[config.mk]
export PLATFORM = sky130hd
export DESIGN_NAME = ipp_core
export DESIGN_NICKNAME = d
export VERILOG_FILES = /design/src/ipp_alu.v /design/src/ipp_core.v
export VERILOG_INCLUDE_DIRS = /design/src
export SDC_FILE = /design/constraint.sdc
export NUM_CORES = 1
export LEC_CHECK = 0
export BUFFER_PORTS_ARGS = -buffer_cell sky130_fd_sc_hd__buf_2
export CORE_MARGIN = 2
export CORE_UTILIZATION = 25
export DETAILED_ROUTE_END_ITERATION = 8
export GPL_ROUTABILITY_DRIVEN = 0
export PLACE_DENSITY = 0.46
export RECOVER_POWER = 100
export SYNTH_ARGS = -nofsm -noshare
export SYNTH_HDL_FRONTEND = slang
export SYNTH_HIERARCHICAL = 1
export SYNTH_SLANG_ARGS = --single-unit
[constraint.sdc]
create_clock -name clock_i -period 6.5 [get_ports clock_i]
set_input_delay 1.3 -clock clock_i [delete_from_list [all_inputs] [get_ports clock_i]]
set_output_delay 1.3 -clock clock_i [all_outputs]
set_load 0.02 [all_outputs]
[src/ipp_map.vh]
`ifndef IPP_MAP_VH
`define IPP_MAP_VH

// Oscillator source select codes
`define IPP_OSC_FAST_XTAL 2'h0
`define IPP_OSC_SLOW_XTAL 2'h1
`define IPP_OSC_FAST_RC 2'h2
`define IPP_OSC_SLOW_RC 2'h3

// Divider terminal counts (main clock tick every count+1 cycles)
`define IPP_DIV_FAST_XTAL 3'h0
`define IPP_DIV_FAST_RC 3'h1
`define IPP_DIV_SLOW_XTAL 3'h3
`define IPP_DIV_SLOW_RC 3'h7
`define IPP_DIV_ZERO 3'h0
`define IPP_DIV_ONE 3'h1

// Phase codes within one instruction cycle
`define IPP_PH_FETCH 2'h0
`define IPP_PH_DECODE 2'h1
`define IPP_PH_ALU 2'h2
`define IPP_PH_COMMIT 2'h3
`define IPP_PH_ONE 2'h1
`define IPP_PH_ONEHOT_BASE 4'h1

// Instruction word fields
`define IPP_OPC_HI 15
`define IPP_OPC_LO 12
`define IPP_AOP_HI 11
`define IPP_AOP_LO 8
`define IPP_IMM_HI 7
`define IPP_IMM_LO 0
`define IPP_TGT_HI 11
`define IPP_TGT_LO 0

// Instruction classes
`define IPP_OPC_NOP 4'h0
`define IPP_OPC_ALU 4'h1
`define IPP_OPC_JMP 4'h2
`define IPP_OPC_CALL 4'h3
`define IPP_OPC_SZA 4'h4
`define IPP_OPC_SNZA 4'h5

// ALU operations
`define IPP_ALU_MOV 4'h0
`define IPP_ALU_ADD 4'h1
`define IPP_ALU_SUB 4'h2
`define IPP_ALU_AND 4'h3
`define IPP_ALU_OR 4'h4
`define IPP_ALU_XOR 4'h5
`define IPP_ALU_CPL 4'h6
`define IPP_ALU_RR 4'h7
`define IPP_ALU_RL 4'h8
`define IPP_ALU_INC 4'h9
`define IPP_ALU_DEC 4'ha

// Reset values
`define IPP_RESET_VECTOR 12'h000
`define IPP_PC_STEP 12'h001
`define IPP_ACC_RESET 8'h00
`define IPP_WORD_RESET 16'h0000
`define IPP_BYTE_ONE 8'h01

`endif

[src/ipp_alu.v]
`timescale 1ns/1ps
`default_nettype none
`include "ipp_map.vh"

module ipp_alu (
	input wire [3:0] op_i,
	input wire [7:0] acc_i,
	input wire [7:0] operand_i,
	output reg [7:0] result_o,
	output reg carry_o
);

	// Nine-bit sum keeps the carry out of the add and the borrow of subtract
	reg [8:0] wide;

	// Pure combinational eight-bit datapath
	always @* begin
		wide = {1'b0, acc_i};
		result_o = acc_i;
		carry_o = 1'b0;
		case (op_i)
			`IPP_ALU_MOV: begin
				result_o = operand_i;
			end
			`IPP_ALU_ADD: begin
				wide = {1'b0, acc_i} + {1'b0, operand_i};
				result_o = wide[7:0];
				carry_o = wide[8];
			end
			`IPP_ALU_SUB: begin
				// Carry set means no borrow
				wide = {1'b0, acc_i} - {1'b0, operand_i};
				result_o = wide[7:0];
				carry_o = ~wide[8];
			end
			`IPP_ALU_AND: begin
				result_o = acc_i & operand_i;
			end
			`IPP_ALU_OR: begin
				result_o = acc_i | operand_i;
			end
			`IPP_ALU_XOR: begin
				result_o = acc_i ^ operand_i;
			end
			`IPP_ALU_CPL: begin
				result_o = ~acc_i;
			end
			`IPP_ALU_RR: begin
				result_o = {acc_i[0], acc_i[7:1]};
				carry_o = acc_i[0];
			end
			`IPP_ALU_RL: begin
				result_o = {acc_i[6:0], acc_i[7]};
				carry_o = acc_i[7];
			end
			`IPP_ALU_INC: begin
				result_o = acc_i + `IPP_BYTE_ONE;
			end
			`IPP_ALU_DEC: begin
				result_o = acc_i - `IPP_BYTE_ONE;
			end
			default: begin
				// Undefined op leaves the accumulator as it is
				result_o = acc_i;
			end
		endcase
	end

endmodule
`default_nettype wire

[src/ipp_core.v]
// Contract
// (RQ1) One main clock from four sources
// (RQ2) Four non-overlapping phases form one cycle
// (RQ3) Fetch phase increments counter, fetches next
// (RQ4) Later three phases decode and execute
// (RQ5) Fetch overlaps execute, one per cycle
// (RQ6) Counter-loading instructions take two cycles
// (RQ7) Branch: get target, then branch there
// (RQ8) Eight-bit ALU through the accumulator
// (RQ9) Taken skip discards prefetch, dummy cycle
// (RQ10) Branch flushes sequential prefetched word
`timescale 1ns/1ps
`default_nettype none
`include "ipp_map.vh"

module ipp_core (
	input wire clock_i,
	input wire resetn_i,
	input wire [1:0] osc_select_i,
	input wire [15:0] instr_i,
	output reg [3:0] phase_o,
	output reg fetch_phase_o,
	output reg [11:0] mem_addr_o,
	output reg [7:0] acc_o,
	output reg zero_o,
	output reg carry_o,
	output reg retire_o,
	output reg flush_o
);

	// Phase codes as machine states
	localparam PH_FETCH = `IPP_PH_FETCH;
	localparam PH_DECODE = `IPP_PH_DECODE;
	localparam PH_ALU = `IPP_PH_ALU;
	localparam PH_COMMIT = `IPP_PH_COMMIT;

	reg [2:0] div_count; // Main clock divider
	reg [2:0] div_limit; // Terminal count of selected source
	reg tick; // One main system clock period
	reg [1:0] phase; // Current phase
	reg [1:0] next_phase;
	reg [11:0] pc; // Address of the word after the one in fetch
	reg [15:0] fetch_ir; // Word captured in the fetch phase
	reg fetch_valid; // Captured word may execute
	reg [15:0] exec_ir; // Word in decode and execute
	reg exec_valid; // Low during a dummy cycle
	reg [3:0] dec_class; // Latched class from decode phase
	reg [11:0] dec_target; // Latched branch target
	reg [7:0] alu_hold; // ALU result latched in its phase
	reg carry_hold;
	reg redirect; // Counter loaded at end of this cycle
	reg skip_taken; // Next word must be dropped
	reg [11:0] next_base; // Fetch address for next cycle
	wire [7:0] alu_result;
	wire alu_carry;

	// (RQ1) Source select picks divider
	always @* begin
		case (osc_select_i)
			`IPP_OSC_FAST_XTAL: begin
				div_limit = `IPP_DIV_FAST_XTAL;
			end
			`IPP_OSC_SLOW_XTAL: begin
				div_limit = `IPP_DIV_SLOW_XTAL;
			end
			`IPP_OSC_FAST_RC: begin
				div_limit = `IPP_DIV_FAST_RC;
			end
			default: begin
				div_limit = `IPP_DIV_SLOW_RC;
			end
		endcase
		// Compare by >= so a smaller limit after a switch cannot overshoot
		tick = (div_count >= div_limit);
	end

	// (RQ1) Main clock enable divider
	always @(posedge clock_i) begin
		if (!resetn_i) begin
			div_count <= `IPP_DIV_ZERO;
		end else if (tick) begin
			div_count <= `IPP_DIV_ZERO;
		end else begin
			div_count <= div_count + `IPP_DIV_ONE;
		end
	end

	// Phase successor wraps after commit
	always @* begin
		case (phase)
			PH_FETCH: begin
				next_phase = PH_DECODE;
			end
			PH_DECODE: begin
				next_phase = PH_ALU;
			end
			PH_ALU: begin
				next_phase = PH_COMMIT;
			end
			PH_COMMIT: begin
				next_phase = PH_FETCH;
			end
			default: begin
				next_phase = PH_FETCH;
			end
		endcase
	end

	// (RQ2) Four phases, exactly one hot
	always @(posedge clock_i) begin
		if (!resetn_i) begin
			phase <= PH_FETCH;
			phase_o <= `IPP_PH_ONEHOT_BASE;
			fetch_phase_o <= 1'b1;
		end else if (tick) begin
			phase <= next_phase;
			phase_o <= `IPP_PH_ONEHOT_BASE << next_phase;
			fetch_phase_o <= (next_phase == PH_FETCH);
		end
	end

	// (RQ8) Eight-bit ALU on accumulator
	ipp_alu u_alu (
		.op_i(exec_ir[`IPP_AOP_HI:`IPP_AOP_LO]),
		.acc_i(acc_o),
		.operand_i(exec_ir[`IPP_IMM_HI:`IPP_IMM_LO]),
		.result_o(alu_result),
		.carry_o(alu_carry)
	);

	// Branch and skip decisions for the end of this cycle
	always @* begin
		// (RQ6) Jump and call load the counter
		redirect = exec_valid &&
			((dec_class == `IPP_OPC_JMP) || (dec_class == `IPP_OPC_CALL));
		// (RQ9) Skip on zero or non-zero
		skip_taken = exec_valid &&
			(((dec_class == `IPP_OPC_SZA) && zero_o) ||
			((dec_class == `IPP_OPC_SNZA) && !zero_o));
		// (RQ7) Target fetched in following cycle
		next_base = redirect ? dec_target : pc;
	end

	// (RQ3) Fetch address and counter step
	always @(posedge clock_i) begin
		if (!resetn_i) begin
			mem_addr_o <= `IPP_RESET_VECTOR;
			pc <= `IPP_RESET_VECTOR + `IPP_PC_STEP;
		end else if (tick && (phase == PH_COMMIT)) begin
			// Counter moves as the next fetch phase begins
			mem_addr_o <= next_base;
			pc <= next_base + `IPP_PC_STEP;
		end
	end

	// (RQ5) Capture word while previous executes
	always @(posedge clock_i) begin
		if (!resetn_i) begin
			fetch_ir <= `IPP_WORD_RESET;
			fetch_valid <= 1'b0;
		end else if (tick && (phase == PH_FETCH)) begin
			fetch_ir <= instr_i;
			fetch_valid <= 1'b1;
		end
	end

	// Hand the prefetched word to execute at cycle boundary
	always @(posedge clock_i) begin
		if (!resetn_i) begin
			exec_ir <= `IPP_WORD_RESET;
			exec_valid <= 1'b0;
			flush_o <= 1'b0;
		end else if (tick && (phase == PH_COMMIT)) begin
			exec_ir <= fetch_ir;
			// (RQ10) Drop sequential word on branch
			// (RQ9) Dropped word becomes dummy cycle
			exec_valid <= fetch_valid && !redirect && !skip_taken;
			flush_o <= fetch_valid && (redirect || skip_taken);
		end else begin
			flush_o <= 1'b0;
		end
	end

	// (RQ4) Decode, ALU, commit phases
	always @(posedge clock_i) begin
		if (!resetn_i) begin
			dec_class <= `IPP_OPC_NOP;
			dec_target <= `IPP_RESET_VECTOR;
			alu_hold <= `IPP_ACC_RESET;
			carry_hold <= 1'b0;
			acc_o <= `IPP_ACC_RESET;
			zero_o <= 1'b1;
			carry_o <= 1'b0;
			retire_o <= 1'b0;
		end else begin
			retire_o <= 1'b0;
			if (tick) begin
				case (phase)
					PH_DECODE: begin
						// Class and target latched once per cycle
						dec_class <= exec_ir[`IPP_OPC_HI:`IPP_OPC_LO];
						dec_target <= exec_ir[`IPP_TGT_HI:`IPP_TGT_LO];
					end
					PH_ALU: begin
						// Result held so commit sees a stable value
						alu_hold <= alu_result;
						carry_hold <= alu_carry;
					end
					PH_COMMIT: begin
						// Dummy cycles write nothing and retire nothing
						if (exec_valid && (dec_class == `IPP_OPC_ALU)) begin
							acc_o <= alu_hold;
							zero_o <= (alu_hold == `IPP_ACC_RESET);
							carry_o <= carry_hold;
						end
						retire_o <= exec_valid;
					end
					default: begin
						// Fetch phase: execute side idle
						dec_class <= dec_class;
					end
				endcase
			end
		end
	end

endmodule
`default_nettype wire

# After elaboration in Yosys (flattened, before gate mapping)

Cells that the tools add are included.

Input port bits: 20
Register bits after elaboration: 105
Logic and storage cells: 85

Equality and inequality tests: 20
$add $sub $neg: 6
$lt $le $gt $ge: 1
Shift operators: 1
Bitwise gates (word level): 6
Multiplexer cells: 5
Reduce and logical (&&, ||, !) cells: 27

Operators by type and width:

| operator                | count |
|---|---|
| $pmux W8 S11            | 1 |
| $eq A4 B3 Y1 const B    | 6 |
| $eq A4 B2 Y1 const B    | 4 |
| $add A12 B1 Y12 const B | 1 |
| $eq A4 B4 Y1 const B    | 3 |
| $mux W12                | 1 |
| $logic_and A1 B1 Y1     | 10 |
| $add A8 B8 Y9           | 1 |
| $pmux W3 S3             | 1 |
| $sub A8 B8 Y9           | 1 |
| $add A8 B1 Y8 const B   | 1 |
| $and A8 B8 Y8           | 1 |
| $eq A4 B1 Y1 const B    | 2 |
| $logic_not A8 Y1        | 1 |
| $not A8 Y8              | 1 |
| $or A8 B8 Y8            | 1 |
| $pmux W2 S4             | 1 |
| $sub A8 B1 Y8 const B   | 1 |
| $xor A8 B8 Y8           | 1 |
| $eq A2 B2 Y1 const B    | 3 |
| $logic_not A2 Y1        | 3 |
| $reduce_and A2 Y1       | 3 |
| $reduce_and A3 Y1       | 2 |
| $eq A2 B1 Y1 const B    | 2 |
| other kinds (9)         | 14 |

# Logic depth before layout (Yosys ltp)

Gate-level depths: netlist of the first run.

Depth after elaboration: 6
Gate-level depth with buffers: 12
Mapped depth without buffers: 11

# Cells and area by module

The synthesis of the first run kept the hierarchy.

Modules (own cells, without submodules):

| module   | cells each | area each (um^2) | times used |
|---|---|---|---|
| ipp_core | 547        | 4559.4           | 1 |
| ipp_alu  | 309        | 2050.7           | 1 |

# Worst setup path before layout of the first run

Ideal clock, no wire load.

Path kind: input port to flip-flop
From: input port osc_select_i[0]
To: register pc[6]
Cell stages on the path: 9
Slack: 3.535 ns
Arrival: 2.847 ns
Path through: or2_2 > ha_1 > nor2b_1 > o21ai_1 > buf_4 > nand2_1 > buf_2 > a21oi_1 > o221a_2

Cells in the longest elaborated chain, start to end: 4
Elaborated cells between the ends (all ways): 6
Classes of those cells: order compare: 1; eq/ne: 2; mux: 1; reduce/logical: 2

RTL lines:

| what                                       | line           | RTL |
|---|---|---|
| start: declaration                         | ipp_core.v:19  | `input wire [1:0] osc_select_i,` |
| $eq A2 B2 Y1, or another cell as far along | ipp_core.v:59  | `case (osc_select_i)` |
| $pmux W3 S3 *                              | ipp_core.v:59  |  |
| $ge A3 B3 Y1 *                             | ipp_core.v:74  | `tick = (div_count >= div_limit);` |
| $logic_and A1 B1 Y1 *                      | ipp_core.v:149 | `end else if (tick && (phase == PH_COMMIT)) begin` |
| end signal: assignment                     | ipp_core.v:148 | `` pc <= `IPP_RESET_VECTOR + `IPP_PC_STEP; `` |
| end signal: assignment                     | ipp_core.v:152 | `` pc <= next_base + `IPP_PC_STEP; `` |
| end: declaration                           | ipp_core.v:42  | `reg [11:0] pc;` |

Mark *: on every way between the ends. The rest lies on a longest branch, timed or not.
A chain may end at the register's enable or synchronous reset.

# Worst setup path after layout of the first run

From: input port osc_select_i[0]
To: register pc[2]

The elaborated chain is that of the path after synthesis.

==> results, run 1 <==
- The worst reg-to-reg path cell count is 10.
- The max-slew violation count is 0.
- The die extent in y is 166.6 um.
- The number of antenna diodes in the final layout is 0.
- The path class of the tightest hold or removal check is reg -> reg.
- The count of buffers from port buffering is 48.
- Summed over all nets, the half-perimeter wirelength after detailed placement is ~14 mm.
- The final setup skew is 0.008188 ns.
- The post-detailed-route via-to-cell ratio is between 5 and 6.
- The share of flip-flops with an asynchronous set or reset after synthesis is 0.
- For the final routed database, the setup TNS stands at 0 ns.
- The Yosys step of the flow raised 6 warnings.
- The area enclosed by the die boundary is about 28000 um2.
- The vias after detailed routing is 6066.
- The worst setup path is of the in -> reg kind.
- The mean area per synthesized cell is 7.722 um2.
- Counting along the longest clock path gives a buffer depth of 2.
- Of the total power, the share spent switching nets is 0.2840.
- The capture instance of the worst register-to-register path is alu_hold[3].
- The H-tree was split into 3 levels.
- Across every metal layer, demand over resource in global routing totals 0.1448.
- The area added between synthesis and finish is 9.994%.
- Among all flip-flop cells after synthesis, the most frequent one is dfxtp_1.
- The first global-routing pass estimated 32.70 mm of wire.
- STA classifies the critical path startpoint as an input port.
- The timing-limited maximum frequency is 232.4 MHz.
- Setup violations remaining at the end of the flow were counted as 0.
- The clock-pin slew on the worst setup and hold paths is around 0.070 ns.
- The static leakage is 2.476 nW.
- The post-synthesis net count is 913.
- The tool flagged a number of max-cap violations equal to 0.
- The register bit count reported by yosys is around 100.
- The remaining antenna violation count is 0.
- The setup slack on the worst flop-to-flop path is 2.92 ns.
- Of the available clock period, the critical path in the final layout requires 0.6621.
- The pre-antenna-repair detailed-routing pass consisted of 5 iterations.
- VDD sags by at most 0.0001547 V.
- The slowest stage of the critical path belongs to the cell clkbuf_1.
- The run finished with clean final reports.
- The post-cts hold buffer count is 0.
- After detailed placement, the design holds a cell count of 1182.
- Subtracting the final worst setup slack from the clock period gives approximately 4.3 ns.
- The TritonCTS clock tree is yes.
- Internal power comes to 1.047 mW.
- The most common cell type on the critical path is clkbuf_1.
- Counting instances, the worst hold path has a depth of 1.
- The later-pin clock latency in the skew report is 0.35 ns.
- The number of global-route vias before repair is around 5700.
- The share of the Yosys chip area taken by registers is 0.3150.
- The I/O pin total is around 50.
- In this run the most critical hold path is launched from div_count[0].
- The maximum single-stage delay on the critical path is 0.70 ns.
- The clock sink total is 104.
- The area of the core is 25980 um2.
- The finished layout holds between 1000 and 1500 standard cells, fillers aside.
- The count of endpoints failing hold in the final timing report is 0.
- Setup repair after global routing left no endpoint under its margin.
- After clock tree synthesis, the setup repair step added 0 buffers.
- Once placement finished, the instance area stood at 7024 um2.
- STA classifies the critical path endpoint as a register.
- The net switching power is 0.4153 mW.
- The sequential power share is 0.482.
- The starting density of the core is 0.2544.
- The largest net degree at the start of global routing is a little under 80.
- Walking the worst path, the cells encountered are clkbuf_1 -> or2_2 -> ha_1 -> nor2b_1 -> o21ai_0 -> clkbuf_1 -> nand2_1 -> clkbuf_1 -> or3_1 -> a31oi_1.
- The data required time at the worst endpoint is a little under 7 ns.
- The mapped cell area is 6610 um2.
- The beginning of the worst register-to-register path is acc_o[1].
- Yosys mapped the design onto between 70 and 80 distinct sky130hd cell types.
- The proportion of power drawn by combinational gates is 0.142.
- In the final routed layout, each cell accounts on average for around 17 um.
- The post-cts gate resize count is 0.
- The pin slew with the least headroom to its limit is ~1.1 ns.
- The number of enable flip-flop cells after synthesis is 0.
- For hold timing, the worst endpoint is div_count[0].
- The design area is 7271 um2.
- The floorplan has about 60 rows.
- The DRC violations left is 0.
- The initial antenna violation count is 0.
- The number of nets in the layout is just over 900.
- Wires add up to 20.10 mm.
- The buffering stage count on the worst path with inverters included is 3.
- For this design the ratio of total power to cell area is 201.2 nW/um2.
- After global routing the overflow that remains totals 0.
- The number of DRC violations after detailed-routing iteration 0 is 452.
- Of the cells placed in the final design, the portion with a size suffix greater than 1 is 0.06272.
- Measured against its own limit, the worst slew margin works out to 0.2542.
- The clock root buffer master is clkbuf_16.
- The maximum fanout along the worst path is 21.
- Grouping stages by cell kind, the critical path spends the most delay in simple AND/OR/NAND/NOR gates.
- In this run the horizontal extent of the chip is around 170 um.
- In this run, CTS created clock tree buffers numbering 9.
- Of the total power, the clock network draws 0.376.
- The data arrival time of the worst path is around 4.6 ns.
- The post-synthesis cell count is 856.
[logic make-up after synthesis]
family,count (synthesis),synth area share
fa+ha+maj,37,0.07231
buf+inv,97,0.06568
compound gates,238,0.2561
simple gates,357,0.2582
xor+xnor,11,0.01457
flops,104,0.3150
mux,12,0.01817
[flip-flops by register name (all words and copies together) (netlist names)]
signal,flops
pc,12
dec_target,12
zero_o,1
alu_hold,8
fetch_valid,1
flush_o,1
phase,2
dec_class,4
acc_o,8
carry_hold,1
mem_addr_o,12
phase_o,4
exec_valid,1
div_count,3
fetch_ir,16
retire_o,1
exec_ir,16
carry_o,1
[metal layers]
metal  track usage  share of wire  vias up
met5             0              0        -
met3       0.02139          0.034       11
met2        0.2262           0.45      127
li1              -              -     3046
met4       0.03561          0.012        0
met1        0.2091           0.50     2882
[layout by cell type (no fill, tap or decap), types with 4 or more instances in the layout]
master and n:
a211oi_1 8, a21boi_0 52, a21o_1 7, a21oi_1 50, a221o_1 4, a311oi_1 10
a31oi_1 6, a32oi_1 4, and2_1 6, and3_1 6, buf_2 19, buf_4 7
clkbuf_1 32, clkbuf_16 9, dfxtp_1 104, ha_1 35, inv_1 28, mux2i_1 12
nand2_1 173, nand2b_1 11, nand3_1 31, nand4_1 11, nor2_1 48, nor2b_1 20
nor3_1 11, nor4_1 9, o211ai_1 7, o21a_1 12, o21ai_0 24, o221a_2 5
o22ai_1 8, o31ai_1 4, or3_1 5, or4_1 5, xnor2_1 5, xor2_1 6
[cell type report]
cell class	instances	area, um2
Fill cell	2909	18710
Multi-Input combinational cell	655	4095
Inverter	30	112.6
Clock buffer	10	239.0
Clock inverter	4	55.05
Tap cell	335	419.2
Sequential cell	104	2082
Timing Repair Buffer	58	267.8
[worst max-delay path by stage]
| stage | to | cells after the start | slack (ns) | startpoint |
|---|---|---|---|---|
| detailed placement | pc[2] | 10 | 2.69 | osc_select_i[0] |
| global placement | pc[2] | 10 | 2.71 | osc_select_i[0] |
| finish | pc[2] | 10 | 2.20 | osc_select_i[0] |
| floorplan | pc[6] | 9 | 3.53 | osc_select_i[0] |
| CTS | alu_hold[3] | 10 | 2.97 | acc_o[1] |
| global route | pc[2] | 10 | 1.79 | osc_select_i[0] |
[through the flow]
stage / power, mW / utilization / setup slack, ns / hold WS [ns]
after CTS: 1.495 / 0.2816 / 2.975 / 0.4529
after detailed placement: 0.9374 / 0.2703 / 2.689 / 0.4428
after floorplan: 0.8821 / - / 3.535 / 0.4173
after global routing: 1.556 / 0.2798 / 1.786 / 0.4704
after global placement: 0.9368 / 0.2703 / 2.714 / 0.4359
final: 1.463 / 0.2798 / 2.196 / 0.4451
[cell usage after synthesis (9+ instances only)]
library cell  number  share of area
mux2i_1           12          0.018
nor2b_1           20          0.019
o21ai_0           23          0.017
nor3_1            11         0.0083
inv_1             28          0.016
nand2_1          173          0.098
and2_1             9         0.0085
dfxtp_1          104           0.31
a21oi_1           50          0.038
nand4_1           11          0.010
nor2_1            48          0.027
buf_2             19          0.014
o21a_1            12          0.014
ha_1              35          0.066
nand2b_1          11          0.010
nor4_1             9         0.0085
nand3_1           31          0.023
a311oi_1          10          0.013
a21boi_0          51          0.058
clkbuf_1          35          0.020
[power groups by stage]
stage               clock network (mW)  registers [mW]  logic (mW)
global route                     0.598           0.712       0.246
finish                           0.550           0.705       0.207
global placement                     0           0.720       0.217
detailed placement                   0           0.720       0.218
floorplan                            0           0.722       0.161
CTS                              0.571           0.705       0.218
Note: power is estimated with default switching activity, not from simulation.
==> run 2, diff against run 1 <==
--- a/config.mk
+++ b/config.mk
@@ -6,6 +6,7 @@
 export SDC_FILE = /design/constraint.sdc
 export NUM_CORES = 1
 export LEC_CHECK = 0
+export ABC_AREA = 1
 export BUFFER_PORTS_ARGS = -buffer_cell sky130_fd_sc_hd__buf_2
 export CORE_MARGIN = 2
 export CORE_UTILIZATION = 25
==> constraint.sdc (replaced) <==
create_clock -name clock_i -period 4.1 [get_ports clock_i]
set_input_delay 0.82 -clock clock_i [delete_from_list [all_inputs] [get_ports clock_i]]
set_output_delay 0.82 -clock clock_i [all_outputs]
set_load 0.02 [all_outputs]
==> results, run 2 <==
- The flow ran to the end, and the final reports show no timing, DRC or antenna violations.
- The placement row count is 56.
- The number of max-cap violations is 0.
- The initial antenna violation count is 0.
- The final setup skew is roughly 0.011 ns.
- The sort of element at the end of the critical path is a register.
- The final critical-path required period is 3.207 ns.
- The worst register-to-register path has a depth of 14.
- The total routed wirelength is 17.20 mm.
- The largest voltage drop on the vdd net is 0.0002559 V.
- The count of endpoints failing hold in the final timing report came to 0.
- The number of enable flip-flop cells after synthesis is 0.
- After synthesis, the cell types taking the most area are dfxtp_1 (35%), nand2_1 (11%), ha_1 (7.4%), o21ai_0 (7.2%), inv_1 (6.3%).
- Along the worst hold path, the cell count comes to 2.
- The share of total power dissipated in combinational logic is 0.175.
- The internal portion of the total power is 1.860 mW.
- The number of global-route vias before repair came to 5244.
- The tree is rooted in a clkbuf_16.
- For this configuration, the core starts out at a cell density of 0.2535.
- Input and output buffers added on the ports amount to 48.
- Setup repair after global routing left no endpoint under its margin.
- The post-synthesis net count is around 900.
- The mapped cell area is ~6000 um2.
- The sequential power share is 0.466.
- The design area is 6760 um2.
- The clock passes through at most 2 buffers.
- Entering global routing, the biggest net connects between 50 and 60 pins.
- Using the TritonRoute via totals, the vias-per-cell ratio works out to 4.535.
- The mean area per synthesized cell is 6.971 um2.
- The register bit count reported by yosys is between 100 and 150.
- The global-route wire length before repair is 27.93 mm.
- After synthesis, the share of flip-flops with an asynchronous set or reset is 0.
- The horizontal extent of the die is around 160 um.
- The fraction of power consumed by the clock network is 0.359.
- In the final layout, the registers with the most flip-flops are exec_ir x16, fetch_ir x16.
- The number of buffers added for setup after CTS is 0.
- Of all nets on the critical path, the largest fanout is 13.
- The overflow left after global routing is 0.
- In this run the remaining antenna-violating nets after routing total 0.
- At the worst endpoint, the arrival time is 3.49 ns.
- The number of DRC violations after detailed-routing iteration 0 is 320.
- The most used flip-flop cell after synthesis is dfxtp_1.
- At the end of the flow, the number of nets in the layout was ~950.
- Clock-pin slew was measured on the worst setup and hold paths at 0.07 ns.
- Static timing analysis puts the maximum clock frequency at a little over 300 MHz.
- nand2_1 is the most common cell in the netlist.
- The total area inside the core boundary comes to 23400 um2.
- For the worst setup path, the data required time is 4.38 ns.
- The die extent in y is 158.0 um.
- Of the total power, the share spent switching nets is 0.3002.
- The DRC violations left is 0.
- For this design the total switching power over the nets is 0.7981 mW.
- The routed layout has between 5000 and 6000 vias.
- The H-tree depth is 3.
- The TritonCTS clock tree is yes.
- The post-detailed-route wirelength per cell is between 10 and 15 um.
- The setup path with the least slack is of type in -> reg.
- The static leakage is 2.739 nW.
- The half-perimeter wire length after detailed placement is 13.11 mm.
- The max-slew violation count is 0.
- The area enclosed by the die boundary is 24980 um2.
- Hold repair after CTS inserted 0 buffers.
- The number of gates resized after CTS was 0.
- The biggest area contributor in the post-synthesis netlist is dfxtp_1.
- The setup violation total in the final timing report is 0.
- The share of the Yosys chip area taken by registers is 0.3510.
- The clock sink total is around 100.
- The period utilization is 0.7821.
- For this design the ratio of total power to cell area is 393.2 nW/um2.
- In the synthesized netlist, the cells that appear most often are nand2_1 (168), dfxtp_1 (104), inv_1 (99).
- The later-pin clock latency in the skew report is between 0.3 and 0.4 ns.
- The post-synthesis cell count is 851.
- The area added between synthesis and finish is 13.96%.
- The final sum of negative setup slack is 0 ns.
- The type of the most critical hold path is reg -> reg.
- The first TritonRoute pass finished after 4 iterations.
- In the final layout, the share of cells above drive strength 1 is 0.08696.
- Leaving out fill and tap cells, the most frequent cell in the layout is nand2_1.
- The count of yosys warnings during synthesis is 6.
- The number of antenna diodes in the final layout is 0.
- The area fraction of the dominant cell type after synthesis is 0.3510.
- The number of CTS-inserted buffers is 9.
- The worst relative slew slack is 0.3737.
- The pin slew with the least headroom to its limit is 0.9372 ns.
- In the layout the commonest cells are nand2_1 (170), dfxtp_1 (104), inv_1 (103).
- During I/O placement, the number of pins put on the boundary was 49.
- The placed instances occupy a cell area of 6480 um2.
- The number of unique standard cell types used by synthesis is 48.
- The worst setup path is launched from an input port.
- In the global route stage, overall resource usage came out at 0.1408.
-- run 2: cell types whose count changed after synthesis, moves of 13 or more --
cell / delta
o21ai_1: +13
nor2b_1: -20
clkbuf_1: -27
a21boi_0: -49
o22ai_1: +16
nor2_1: +43
inv_1: +71
nand3_1: +16
o21ai_0: +62
-- run 2: stage by stage --
step / hold WS, ns / total power, mW / util / setup slack [ns] / std cells
6_report: 0.4468 / 2.658 / 0.2889 / 0.8932 / 1216
5_1_grt: 0.4691 / 2.824 / 0.2889 / 0.5783 / 1216
4_1_cts: 0.4477 / 2.707 / 0.2912 / 1.367 / 1216
3_5_place_dp: 0.4281 / 1.749 / 0.2769 / 1.023 / 1200
3_3_place_gp: 0.4326 / 1.740 / 0.2769 / 1.072 / 1200
2_1_floorplan: 0.4173 / 1.619 / - / 1.692 / 851
-- run 2: per-layer routing --
layer / vias up / wire length, um / GRT usage / share of wire
met1: 2494 / 8721 / 0.1994 / 0.51
met5: - / 0 / 0 / 0
li1: 2899 / - / - / -
met2: 110 / 7606 / 0.2263 / 0.44
met4: 0 / 175 / 0.02617 / 0.010
met3: 11 / 699 / 0.02327 / 0.041
-- run 2: power groups by stage --
stage	combinational [mW]	clock (mW)	sequential [mW]
2_1_floorplan	0.359	0	1.26
3_3_place_gp	0.477	0	1.26
3_5_place_dp	0.485	0	1.26
4_1_cts	0.486	0.980	1.24
5_1_grt	0.548	1.02	1.26
6_report	0.464	0.954	1.24
-- run 2: worst max-delay path: stages --
cell and delay [ns]:
clkbuf_1 0.09, or2_2 0.29, ha_1 0.17, nand3b_1 0.17, nand3_1 0.26, nand2_1 0.39, inv_1 0.50, nand2_2 0.25
inv_1 0.30, o21ai_0 0.11, a21oi_1 0.13
-- run 2: final cells by class --
class                   count  area (um2)
clock buffers               9       225.2
clock inverters             7       110.1
fillers                  2685       16640
inverters                 111       416.7
multi-input cells         611        3279
flip-flops and latches    104        2082
well taps                 319       399.1
repair buffers             55       247.7
-- run 2: cell families after synthesis --
kind of cell,Yosys count,share of synthesized area
compound gates,211,0.1979
xor+xnor,2,0.002954
fa+ha+maj,37,0.08057
buf+inv,136,0.09450
flops,104,0.3510
simple gates,361,0.2732
-- run 2: worst paths after layout --
kind                   startpoint       endpoint  slack (ns)
hold reg to reg     mem_addr_o[2]  mem_addr_o[2]        0.45
hold / removal      mem_addr_o[2]  mem_addr_o[2]        0.45
setup reg to reg         acc_o[2]    alu_hold[5]        0.92
setup / recovery  osc_select_i[0]       acc_o[0]        0.89
==> run 3, diff against run 2 <==
==> constraint.sdc (replaced) <==
create_clock -name clock_i -period 3.3 [get_ports clock_i]
set_input_delay 0.66 -clock clock_i [delete_from_list [all_inputs] [get_ports clock_i]]
set_output_delay 0.66 -clock clock_i [all_outputs]
set_load 0.02 [all_outputs]
==> results, run 3 (synthesis results as in run 2) <==
- The clock net in this run drives a total of 104 sinks.
- The largest net degree at the start of global routing is 52.
- The clock root buffer master is clkbuf_16.
- The vias after detailed routing is 5616.
- For this configuration, the core starts out at a cell density of 0.2535.
- The DRC violations left is 0.
- Between clock sinks in the finished design, the worst skew comes to 0.009170 ns.
- The core region is 23400 um2.
- Summing all non-filler instances in the final layout gives an area of 6793 um2.
- In the final routed layout, each cell accounts on average for 14.45 um.
- The pin slew with the least headroom to its limit is 0.6237 ns.
- Counting the fill cells in the layout gives 2640.
- The initialized floorplan defines 56 standard-cell rows.
- The clock passes through at most 2 buffers.
- Data arrives at the worst endpoint at 3.08 ns.
- The number of buffers added for setup after CTS is 0.
- The horizontal extent of the die is 158.0 um.
- The post-detailed-route via-to-cell ratio is 4.584.
- The type of the worst setup path is in -> reg.
- The timing-limited maximum frequency is about 360 MHz.
- In the layout the commonest cells are nand2_1 (170), dfxtp_1 (104), inv_1 (101).
- The count of TritonRoute iterations in the first routing pass is 5.
- The number of antenna diodes in the final layout is 0.
- The largest registers in the layout are exec_ir x16, fetch_ir x16.
- The data required time at the worst endpoint is 3.58 ns.
- The die extent in y is 158.0 um.
- The later pin in the worst-skew pair is clocked with a latency of 0.35 ns.
- The half-perimeter wire length after detailed placement is approximately 14 mm.
- In this run the tool buffered the top-level ports with 48 buffer cells.
- In this run, post-CTS hold repair placed 0 buffers.
- The worst setup path is captured at a register.
- Setup repair after global routing left no endpoint under its margin.
- The post-cts gate resize count is 0.
- The largest voltage drop on the vdd net is 0.0002944 V.
- The path class of the tightest hold or removal check is reg -> reg.
- The remaining antenna violation count is 0.
- The final layout contains routed wiring with a total length of 17.71 mm.
- The period utilization is 0.8504.
- In the final layout, the share of cells above drive strength 1 is 0.09823.
- In this run the register-to-register setup slack is between 0.6 and 0.7 ns.
- The area enclosed by the die boundary is approximately 25000 um2.
- The max-slew violation count was 0.
- The initial antenna violation count came to 0.
- Compared with the post-synthesis result, the final layout area differs by 14.51%.
- The leading cell type in the layout, fill and taps excluded is nand2_1.
- The number of global-route vias before repair was 5189.
- The count of endpoints failing hold in the final timing report is 0.
- For this block, the initial DRC count from the detailed router was 341.
- The I/O pin total is 49.
- Setup violations remaining at the end of the flow were counted as 0.
- The worst path needs roughly 2.8 ns of the cycle, external delays included.
- The final layout contains between 900 and 1000 nets.
- The H-tree depth is 3.
- The run finished with clean final reports.
- The total routing resource utilization after global routing is 0.1449.
- Across the run, the number of max-cap violations was 0.
- Dividing total power by cell area gives a power density of 477.7 nW/um2.
- TritonCTS built the clock tree.
- The worst relative slew slack is 0.5832.
- The number of CTS-inserted buffers is 9.
- The final sum of negative setup slack is 0 ns.
- The clock-pin slew on the worst setup and hold paths is 0.08 ns.
- The overflow left after global routing is 0.
- The placement-stage cell area is approximately 6500 um2.
- The first global-routing pass estimated 28.28 mm of wire.
- STA classifies the critical path startpoint as an input port.
- Along the worst path, the maximum fanout reaches 16.
- The static leakage is 2.767 nW.
run 3: final timing paths:
kind              startpoint           end  cells past startpoint
max          osc_select_i[0]    exec_ir[7]                     11
min             div_count[0]  div_count[0]                      1
max reg2reg       exec_ir[9]   alu_hold[1]                     13
min reg2reg     div_count[0]  div_count[0]                      1
run 3: area by class of cell:
| class | instances | area, um2 | area share |
|---|---|---|---|
| multi-input combinational | 611 | 3279 | 0.4828 |
| timing repair buffer | 64 | 305.3 | 0.04494 |
| sequential | 104 | 2082 | 0.3065 |
| tap | 319 | 399.1 | 0.05876 |
| inverter | 111 | 416.7 | 0.06134 |
| clock buffer | 9 | 225.2 | 0.03316 |
| clock inverter | 7 | 85.08 | 0.01253 |
run 3: power by group:
part           switching, mW  internal [mW]
clock network          0.513          0.606
registers             0.0859           1.45
logic                  0.407          0.179
run 3: worst max-delay path, stage by stage:
cell,delay [ns]
clkbuf_1,0.09
or2_2,0.29
ha_1,0.27
nand3_1,0.09
nand3_1,0.22
nand2_1,0.50
inv_2,0.24
nor2_8,0.28
clkbuf_1,0.27
nand2_1,0.08
o21ai_0,0.07
run 3: per-layer routing:
| layer | vias up | track usage | wire length [um] |
|---|---|---|---|
| met3 | 23 | 0.02135 | 713 |
| met2 | 131 | 0.2315 | 7773 |
| met4 | 0 | 0.02917 | 254 |
| met5 | - | 0 | 0 |
| li1 | 2919 | - | - |
| met1 | 2543 | 0.2072 | 8966 |
run 3: stage by stage:
step                power [mW]  utilization  setup slack, ns  hold slack [ns]  cells
floorplan                2.011            -            1.013           0.4173    851
global placement         2.180       0.2798           0.5331           0.4290   1209
detailed placement       2.187       0.2798           0.4863           0.4399   1209
CTS                      3.312       0.2930           0.8487           0.4534   1225
global route             3.461       0.2903           0.2750           0.4720   1225
finish                   3.245       0.2903           0.4936           0.4487   1225
